<file path="config.mk">
export PLATFORM = sky130hd
export DESIGN_NAME = dscc_ctrl
export DESIGN_NICKNAME = d
export VERILOG_FILES = /design/src/common/dscc_pkg.sv /design/src/logic/dscc_sync.sv /design/src/logic/dscc_ctrl.sv
export VERILOG_INCLUDE_DIRS = /design/src /design/src/common
export SDC_FILE = /design/constraint.sdc
export NUM_CORES = 1
export LEC_CHECK = 0
export CAP_MARGIN = 30
export CORE_UTILIZATION = 55
export DETAILED_ROUTE_END_ITERATION = 12
export DONT_BUFFER_PORTS = 1
export HOLD_SLACK_MARGIN = 0.03
export MAX_ROUTING_LAYER = met4
export PLACE_DENSITY = 0.7
export SYNTH_ARGS = -nofsm -noshare
export SYNTH_HDL_FRONTEND = slang
export SYNTH_SLANG_ARGS = --single-unit
</file>
<file path="constraint.sdc">
create_clock -name clk -period 3.1 [get_ports clk]
set_input_delay 0.31 -clock clk [delete_from_list [all_inputs] [get_ports clk]]
set_output_delay 0.31 -clock clk [all_outputs]
set_load 0.02 [all_outputs]
</file>
<file path="src/common/dscc_map.svh">
// constants for the serial dac command control block
`ifndef DSCC_MAP_SVH
`define DSCC_MAP_SVH
`define DSCC_WORD_BITS       24
`define DSCC_CTRL_MSB        23
`define DSCC_CTRL_LSB        16
`define DSCC_CMD_NOP         8'h00
`define DSCC_CMD_SW_LOAD     8'h01
`define DSCC_CMD_CLEAR       8'h02
`define DSCC_CMD_POWER       8'h03
`define DSCC_CMD_LIN         8'h05
`define DSCC_CMD_NOP2        8'h20
`define DSCC_OP_WRITE        4'h1
`define DSCC_OP_WTHRU        4'h3
`define DSCC_BIT_D8          8
`define DSCC_BIT_D7          7
`define DSCC_BIT_LIN         9
`define DSCC_CODE_ZERO       16'h0000
`define DSCC_CODE_MID        16'h8000
`define DSCC_MASK12          16'hFFF0
`define DSCC_MASK16          16'hFFFF
`endif

</file>
<file path="src/common/dscc_pkg.sv">
// types shared by the serial dac command control block
package dscc_pkg;
	typedef struct packed {
		logic [7:0]  ctrl; // control field
		logic [15:0] data; // data field
	} dscc_word_t;
	typedef struct packed {
		logic        cs_n; // chip select, active low
		logic        sclk; // serial clock
		logic        din;  // serial data in
	} dscc_serial_t;
endpackage

</file>
<file path="src/logic/dscc_sync.sv">
// two-flop synchroniser bank for the serial pins
module dscc_sync
	import dscc_pkg::*;
(
	// clock and reset
	input  wire logic         clk,
	input  wire logic         rst,
	// raw and synchronised pins
	input  wire dscc_serial_t pin_in,
	output      dscc_serial_t pin_out
);
	dscc_serial_t meta_r; // first stage, read only by second stage

	// chip select idles high so reset to the inactive level
	always_ff @(posedge clk or posedge rst) begin
		if (rst) begin
			meta_r  <= '{cs_n: 1'b1, sclk: 1'b0, din: 1'b0};
			pin_out <= '{cs_n: 1'b1, sclk: 1'b0, din: 1'b0};
		end else begin
			meta_r  <= pin_in;
			pin_out <= meta_r;
		end
	end
endmodule // dscc_sync

</file>
<file path="src/logic/dscc_ctrl.sv">
// serial command decoder with input and dac registers
`include "dscc_map.svh"

// Notes on behaviour
// - one 24-bit word per chip select frame
// - 8 control bits then 16 data, msb first
// - sample data on each serial clock fall
// - after 24 bits decode and execute command
// - serial clock idle level does not matter
// - stop capturing bits after a full word
// - power-up code zero or midscale from select
// - low load strobe copies input to dac
// - code 0001 writes input register only
// - code 0011 writes input and dac registers
// - command 01 with d8 loads dac
// - command 03 sets power-down and ready enable
// - output changes only on strobe, load, writethrough, clear
// - 16-bit variant holds plain unsigned code
// - 12-bit variant ignores four low bits
// - command 02 restores all power-on defaults
// - chain flag goes low after 24 clocks
// - short frame discarded, registers unchanged
module dscc_ctrl
	import dscc_pkg::*;
#(
	parameter bit TWELVE_BIT = 1'b0 // 1 selects the 12-bit variant
) (
	// clock and reset
	input  wire logic        clk,
	input  wire logic        rst,
	// serial pins from the host
	input  wire logic        cs_n,
	input  wire logic        sclk,
	input  wire logic        din,
	// static and strobe pins
	input  wire logic        level_select,
	input  wire logic        load_output_strobe_n,
	// chain flag output
	output      logic        ready_n,
	// converter state
	output      logic [15:0] dac_code,
	output      logic [15:0] input_code,
	output      logic        power_down,
	output      logic        ready_enable,
	output      logic        linearity,
	output      logic        word_done
);
	dscc_serial_t raw_s;      // pins grouped for the synchroniser
	dscc_serial_t sync_s;     // synchronised pins
	logic         sclk_d_r;   // previous synchronised clock
	logic         cs_d_r;     // previous synchronised chip select
	logic [23:0]  shift_r;    // serial shift register
	logic [4:0]   count_r;    // bits taken in this frame
	logic         armed_r;    // input buffers enabled
	logic         exec_r;     // one-cycle decode pulse
	logic         lvl_r;      // level select, two-flop
	logic         lvl_meta_r; // level select first stage
	logic         ld_r;       // load strobe, two-flop
	logic         ld_meta_r;  // load strobe first stage
	logic [1:0]   init_r;     // counts down until the level pin has passed both flops
	dscc_word_t   word;       // decoded view of the shift register
	logic         sclk_fall;  // falling serial clock edge
	logic         cs_fall;    // frame start
	logic         cs_rise;    // frame end

	// masks the low nibble for the 12-bit variant
	function automatic logic [15:0] fmt_code(input logic [15:0] d);
		fmt_code = TWELVE_BIT ? (d & `DSCC_MASK12) : (d & `DSCC_MASK16);
	endfunction

	// reset code chosen by the level select pin
	function automatic logic [15:0] reset_code(input logic lvl);
		reset_code = lvl ? `DSCC_CODE_MID : `DSCC_CODE_ZERO;
	endfunction

	assign raw_s = '{cs_n: cs_n, sclk: sclk, din: din};

	dscc_sync u_sync (
		.clk     (clk),
		.rst     (rst),
		.pin_in  (raw_s),
		.pin_out (sync_s)
	);

	// slow static pins get their own synchronisers
	always_ff @(posedge clk or posedge rst) begin
		if (rst) begin
			lvl_meta_r <= 1'b0;
			lvl_r      <= 1'b0;
			ld_meta_r  <= 1'b1;
			ld_r       <= 1'b1;
		end else begin
			lvl_meta_r <= level_select;
			lvl_r      <= lvl_meta_r;
			ld_meta_r  <= load_output_strobe_n;
			ld_r       <= ld_meta_r;
		end
	end

	// edge history of the synchronised serial pins
	always_ff @(posedge clk or posedge rst) begin
		if (rst) begin
			sclk_d_r <= 1'b0;
			cs_d_r   <= 1'b1;
		end else begin
			sclk_d_r <= sync_s.sclk;
			cs_d_r   <= sync_s.cs_n;
		end
	end

	// only falls while selected count, so the idle level is irrelevant
	assign sclk_fall = sclk_d_r & ~sync_s.sclk & ~sync_s.cs_n;
	assign cs_fall   = cs_d_r & ~sync_s.cs_n;
	assign cs_rise   = ~cs_d_r & sync_s.cs_n;
	assign word      = dscc_word_t'(shift_r);

	// shift register and bit counter; a clock fall in the same cycle as
	// the chip select fall is too close to the frame start to be valid
	always_ff @(posedge clk or posedge rst) begin
		if (rst) begin
			shift_r <= 24'h00_0000;
			count_r <= 5'h00;
			armed_r <= 1'b0;
			exec_r  <= 1'b0;
		end else begin
			exec_r <= 1'b0;
			if (cs_fall) begin
				count_r <= 5'h00;
				armed_r <= 1'b1;
			end else if (cs_rise) begin
				armed_r <= 1'b0;
			end else if (armed_r && sclk_fall) begin
				shift_r <= {shift_r[22:0], sync_s.din};
				count_r <= count_r + 5'h01;
				if (count_r == 5'(`DSCC_WORD_BITS - 1)) begin
					armed_r <= 1'b0;
					exec_r  <= 1'b1;
				end
			end
		end
	end

	// chain flag: low after a full word, while ready enable is set, until chip select rises
	always_ff @(posedge clk or posedge rst) begin
		if (rst) begin
			ready_n   <= 1'b1;
			word_done <= 1'b0;
		end else begin
			word_done <= exec_r;
			if (cs_rise || cs_fall) begin
				ready_n <= 1'b1;
			end else if (armed_r && sclk_fall && count_r == 5'(`DSCC_WORD_BITS - 1) && ready_enable) begin
				ready_n <= 1'b0;
			end
		end
	end

	// power-up default is applied once the level pin is synchronised;
	// reading the first flop instead would risk a metastable reset code,
	// so the default waits until the second flop holds the pin level
	always_ff @(posedge clk or posedge rst) begin
		if (rst) begin
			init_r <= 2'b11;
		end else if (init_r != 2'b00) begin
			init_r <= init_r - 2'b01;
		end
	end

	// command execution and register file
	always_ff @(posedge clk or posedge rst) begin
		if (rst) begin
			input_code   <= `DSCC_CODE_ZERO;
			dac_code     <= `DSCC_CODE_ZERO;
			power_down   <= 1'b0;
			ready_enable <= 1'b1;
			linearity    <= 1'b0;
		end else if (init_r != 2'b00) begin
			// commands cannot arrive this early, so nothing is lost here
			if (init_r == 2'b01) begin
				dac_code <= reset_code(lvl_r);
			end
		end else if (exec_r) begin
			if (word.ctrl[7:4] == `DSCC_OP_WRITE) begin
				input_code <= fmt_code(word.data);
				if (!ld_r) begin
					dac_code <= fmt_code(word.data);
				end
			end else if (word.ctrl[7:4] == `DSCC_OP_WTHRU) begin
				input_code <= fmt_code(word.data);
				dac_code   <= fmt_code(word.data);
			end else if (word.ctrl == `DSCC_CMD_SW_LOAD) begin
				if (word.data[`DSCC_BIT_D8]) begin
					dac_code <= input_code;
				end
			end else if (word.ctrl == `DSCC_CMD_CLEAR) begin
				input_code   <= `DSCC_CODE_ZERO;
				dac_code     <= reset_code(lvl_r);
				power_down   <= 1'b0;
				ready_enable <= 1'b1;
				linearity    <= 1'b0;
			end else if (word.ctrl == `DSCC_CMD_POWER) begin
				power_down   <= word.data[`DSCC_BIT_D8];
				ready_enable <= word.data[`DSCC_BIT_D7];
			end else if (word.ctrl == `DSCC_CMD_LIN) begin
				linearity <= word.data[`DSCC_BIT_LIN];
			end
			// nop codes and anything unassigned fall through untouched
		end else if (!ld_r) begin
			dac_code <= input_code;
		end
	end
endmodule // dscc_ctrl

</file>
==> results of run 1 <==
[worst register-to-register path: cells and delay by family (launching register included)]
family	cells	cell delay (ps)
AND/OR/NAND/NOR	2	900
buffers and inverters	1	300
multiplexers	1	210
AO/OA/AOI/OAI	2	740
flip-flops	1	430
[where the power goes]
group | internal [mW] | switching (mW) | total (mW)
registers | 1.09 | 0.0125 | 1.10
clock network | 0.313 | 0.335 | 0.648
logic | 0.0261 | 0.0392 | 0.0652
total | 1.43 | 0.386 | 1.82
[per-layer routing]
metal | share of wire | track usage | vias to the layer above | wire length [microns]
li1 | - | - | 1031 | -
met1 | 0.45 | 0.2868 | 1062 | 2817
met2 | 0.46 | 0.3325 | 56 | 2894
met3 | 0.074 | 0.09111 | 9 | 467
met4 | 0.016 | 0.06607 | 0 | 99
met5 | 0 | - | - | 0
[area by class of cell]
type                    count  area share
flip-flops and latches     82      0.5446
clock buffers              14     0.04029
multi-input cells         162      0.3293
repair buffers             15     0.03369
well taps                  75     0.02477
clock inverters             2    0.003303
inverters                  24     0.02411
[logic make-up (layout without fill, tap and decap cells)]
group	count (synthesis)	count (layout)	synth area share
flops	82	82	0.5940
compound gates	60	60	0.1340
simple gates	55	55	0.07781
mux	40	40	0.1243
buf+inv	38	55	0.04683
fa+ha+maj	5	5	0.01801
xor+xnor	2	2	0.005044
[worst paths after layout]
kind	end	slack [ps]	depth (start not counted)
setup / recovery	dac_code[8]	450	6
min in group asynchronous	count_r[0]	490	2
hold reg to reg	lvl_r	350	0
setup reg to reg	dac_code[8]	450	6
max in group asynchronous	dac_code[14]	1860	3
hold / removal	lvl_r	350	0
[cell usage after synthesis (all sizes together)]
master | instances | area, sq um
dfrtp | 73 | 1827
nand2 | 30 | 112.6
a22o | 29 | 254.0
mux2 | 25 | 281.5
inv | 24 | 90.09
o21ai | 16 | 80.07
mux2i | 15 | 150.1
clkbuf | 11 | 41.29
dfstp | 9 | 236.5
ha | 5 | 62.56
nor2 | 4 | 15.01
buf | 3 | 31.27
nand3 | 3 | 15.01
nand4 | 3 | 18.77
nor3 | 3 | 15.01
o41ai | 3 | 33.79
a21oi | 2 | 10.01
a31oi | 2 | 12.51
a32o | 2 | 20.02
and2 | 2 | 12.51
nor2b | 2 | 12.51
or4 | 2 | 22.52
xnor2 | 2 | 17.52
a22oi | 1 | 7.510
and3 | 1 | 6.260
nand2b | 1 | 6.260
nor4b | 1 | 8.760
nor4bb | 1 | 10.01
o211ai | 1 | 7.510
o21bai | 1 | 7.510
o22ai | 1 | 6.260
o311a | 1 | 10.01
o311ai | 1 | 16.27
or2 | 1 | 6.260
or3b | 1 | 8.760
[sequential cells by signal, summed over array words and instances (netlist names), 2 cells and up]
name,flops
shift_r,24
dac_code,16
input_code,16
count_r,5
u_sync.meta_r,3
u_sync.pin_out,3
init_r,2
[timing repair]
| item | CTS | global route |
|---|---|---|
| endpoints found under the setup margin | 0 | 0 |
| hold buffers | 6 | 0 |
| setup buffers | 0 | 0 |
| resized for setup | 0 | 0 |
| hold endpoints to repair | 32 | 0 |
==> impl_metrics.toml, run 1 <==
[worst_setup_path]
crit_fanout = 10
slowest_delay_ps = 560
worstSetupEndpointType = "register"
setup.worst_path.start = "shift_r[20]"
cp.arrival_ps = 2910
crit_chain = "or4_4 > or2_2 > o311ai_2 > o311a_1 > buf_4 > mux2i_1"
cp_slowest_cell = "or4_4"
cpLargestDelayFamily = "simple AND/OR/NAND/NOR gates"
worst-path-buf-inv = 1
reg2reg_from = "shift_r[20]"
crit_path_start_kind = "register"
critPathKind = "register to register"
crit_required_ps = 3360

[clocking]
numCtsBuffers = 9
cts_max_path_buffers = 2
numClockSinks = 82
path_clk_slew_ps = 70
ctsHtreeMaxLevel = 3
cts_root_buffer = "clkbuf_8"
clk_latency_ps = 340
cts_tree = "built"

[placed_design]
port-buffer-count = 0
detailed_place_hpwl_microns = 4158
place_area_sq_um = 3563
pre_cts_slack_ps = 431.6
dp.cells = 352
place.gp.congestion = 0.7949

[routing]
drt_wl_total_microns = 6279
drt_first_pass_iters = 4
vias = 2158
drc_errors = 0
via_per_inst = 5.770
drt_iter0_drc = 171
antenna_left = 0
wl_per_cell_microns = 16.79

[flow_run]
cap_violations = 0

[timing]
final_hold_viol_count = 0
max_freq_mhz = 376.8
relSlewSlack = 0.5656
period_needed_ps = 2654
fin_ws_ps = 446.3
fin_tns_setup_ps = 0
setup_viol = 0
fin_crit_sh = 0.8560
slew_viol_final = 0
rsz0062_at_grt = "false"
worst_clock_skew_ps = 8.957
worst_slew_pin_slew_ps = 651.6
fin_hold_ws_ps = 350.5

[synthesis]
netlist_instances = 282
synth_nets = 294
synth_area_per_cell_sq_um = 12.32
ys_seq_area_frac = 0.5940
syn-cell-area_sq_um = 3473
ys_ff_latch = 82
ys_types = 39
ys.warnings.count = 0

[power]
p_total_mw = 1.815
peakVddDrop_uv = 364.3
leakage_nw = 1.768
power_density_nw_per_um2 = 479.2

[global_routing]
grt_max_degree = 39
grt_usage = 0.2258
overflow = 0
grt_pass1_vias = 2148
grt_antenna_before_repair = 0
grt_pass1_wl_microns = 10620

[final_layout]
drive_above_1_share = 0.2074
finalNonFillerCells = 374
mostFrequentLayoutCell = "dfrtp_1"
syn_to_final_growth_pct = 9.078
postLayoutCellArea_sq_um = 3789
fill_cells = 481
final-seq-area_sq_um = 2063
nNetsFinal = 306
utilization = 0.6324
final_cell_mix = "dfrtp_1 (73), nand2_1 (30), a22o_1 (29), mux2_2 (25), inv_1 (23)"
multi_input_area_sq_um = 1247
n_antenna_cell = 0

[hold_path]
hold_class = "register to register"
worstHoldStart = "lvl_meta_r"

[die]
die_w_microns = 81.47
ioPinCount = 44
core-area_sq_um = 5991
dieArea_sq_um = 6637
rows = 28
die_h_microns = 81.47
initial_core_util = 0.5798

[outcome]
status = "finished clean"
(Power assumes the default switching activity.)
==> run 2: changes to the inputs <==
- BUFFER_PORTS_ARGS: unset -> -buffer_cell sky130_fd_sc_hd__buf_4
- DONT_BUFFER_PORTS: 1 -> unset
- PLACE_DENSITY: 0.7 -> 0.76
==> impl_metrics.toml, run 2 (synthesis gave the netlist of run 1 again) <==
[outcome]
status = "finished clean"

[die]
die_w_microns = 81.47
initial_core_util = 0.5798
ioPinCount = 44
core-area_sq_um = 5991
die_h_microns = 81.47
dieArea_sq_um = 6637
rows = 28

[routing]
antenna_left = 0
drt_wl_total_microns = 6710
wl_per_cell_microns = 16.33
drc_errors = 0
vias = 2321
drt_iter0_drc = 121
via_per_inst = 5.647
drt_first_pass_iters = 4

[placed_design]
detailed_place_hpwl_microns = 4424
port-buffer-count = 43
place.gp.congestion = 0.7856
pre_cts_slack_ps = 475.8
dp.cells = 395

[worst_setup_path]
slowest_delay_ps = 570
crit_path_start_kind = "register"
crit_fanout = 10
worst-path-buf-inv = 1
crit_required_ps = 3380
cpLargestDelayFamily = "simple AND/OR/NAND/NOR gates"
critPathKind = "register to register"
crit_chain = "or4_4 > or2_2 > o311ai_2 > o311a_1 > buf_4 > mux2i_1"
worstSetupEndpointType = "register"
cp_slowest_cell = "or4_4"
cp.arrival_ps = 2900

[final_layout]
nNetsFinal = 343
reg.largest.list = "shift_r: 24 flops, dac_code: 16 flops, input_code: 16 flops"
drive_above_1_share = 0.3214
syn_to_final_growth_pct = 18.59
n_antenna_cell = 0
finalNonFillerCells = 411
fill_cells = 450
largest_reg_flops = 24
final_cell_mix = "dfrtp_1 (73), buf_4 (51), nand2_1 (30), a22o_1 (29), mux2_2 (25)"
mostFrequentLayoutCell = "dfrtp_1"
top_register = "shift_r"

[global_routing]
grt_usage = 0.2422
grt_antenna_before_repair = 0
overflow = 0
grt_pass1_wl_microns = 11310
grt_max_degree = 47
grt_pass1_vias = 2288

[clocking]
ctsResizeCount = 0
ctsHtreeMaxLevel = 3
numClockSinks = 82
cts_setup_buffers = 0
numCtsBuffers = 9
hold_buffers = 0
cts_tree = "built"
cts_max_path_buffers = 2
path_clk_slew_ps = 80
cts_root_buffer = "clkbuf_8"
clk_latency_ps = 360

[timing]
relSlewSlack = 0.4808
worst_slew_pin_slew_ps = 778.0
fin_crit_sh = 0.8469
final_hold_viol_count = 0
worst_clock_skew_ps = 11.52
rsz0062_at_grt = "false"
period_needed_ps = 2626
fin_tns_setup_ps = 0
fin_ws_ps = 474.5
slew_viol_final = 0
max_freq_mhz = 380.9
setup_viol = 0

[hold_path]
hold_class = "input pin to register"

[flow_run]
cap_violations = 0

[power]
power_density_nw_per_um2 = 495.8
leakage_nw = 2.009
peakVddDrop_uv = 367.7
[run 2: power breakdown]
part	switching, mW	leakage, nW	total [mW]	internal [mW]
Clock	0.377	0.117	0.875	0.498
Sequential	0.0128	1.10	1.10	1.09
Combinational	0.0396	0.797	0.0653	0.0258
Total	0.429	2.01	2.04	1.61
[run 2: worst paths after layout]
check / from / to / slack, ps / cells past startpoint
min: sclk / u_sync.meta_r[1] / 60 / 1
min in group asynchronous: rst / dac_code[6] / 80 / 2
max reg2reg: shift_r[20] / dac_code[3] / 470 / 6
max: shift_r[20] / dac_code[3] / 470 / 6
min reg2reg: u_sync.meta_r[0] / u_sync.pin_out[0] / 350 / 0
max in group asynchronous: rst / init_r[1] / 2210 / 3
[run 2: final cells by class]
cell class / instances / area, sq um / share of cell area
inverters: 24 / 91.34 / 0.02217
clock inverters: 4 / 73.82 / 0.01792
multi-input cells: 162 / 1247 / 0.3029
repair buffers: 52 / 394.1 / 0.09569
flip-flops and latches: 82 / 2063 / 0.5009
clock buffers: 12 / 155.1 / 0.03767
well taps: 75 / 93.84 / 0.02278
[run 2: layer usage]
layer,vias up,share of wire,routed length (microns),GRT usage
li1,1097,-,-,-
met4,0,0.014,92,0.08750
met3,7,0.041,273,0.05778
met1,1161,0.50,3327,0.3416
met5,-,0,0,-
met2,56,0.45,3017,0.3425
[run 2: worst reg2reg max path, delay by kind of cell, from the launching register on]
kind	cells	cell delay, ps
simple gates	2	910
compound gates	2	700
flops	1	430
buf+inv	1	290
mux	1	230
[run 2: through the flow]
step	hold slack [ps]	utilization	power, mW	cell area (sq um)
3_5_place_dp	335.8	0.6493	1.190	3890
6_report	57.51	0.6876	2.042	4119
5_1_grt	37.76	0.6876	2.119	4119
2_1_floorplan	314.5	-	1.168	3473
3_3_place_gp	331.7	0.6475	1.186	3879
4_1_cts	41.33	0.6876	2.059	4119
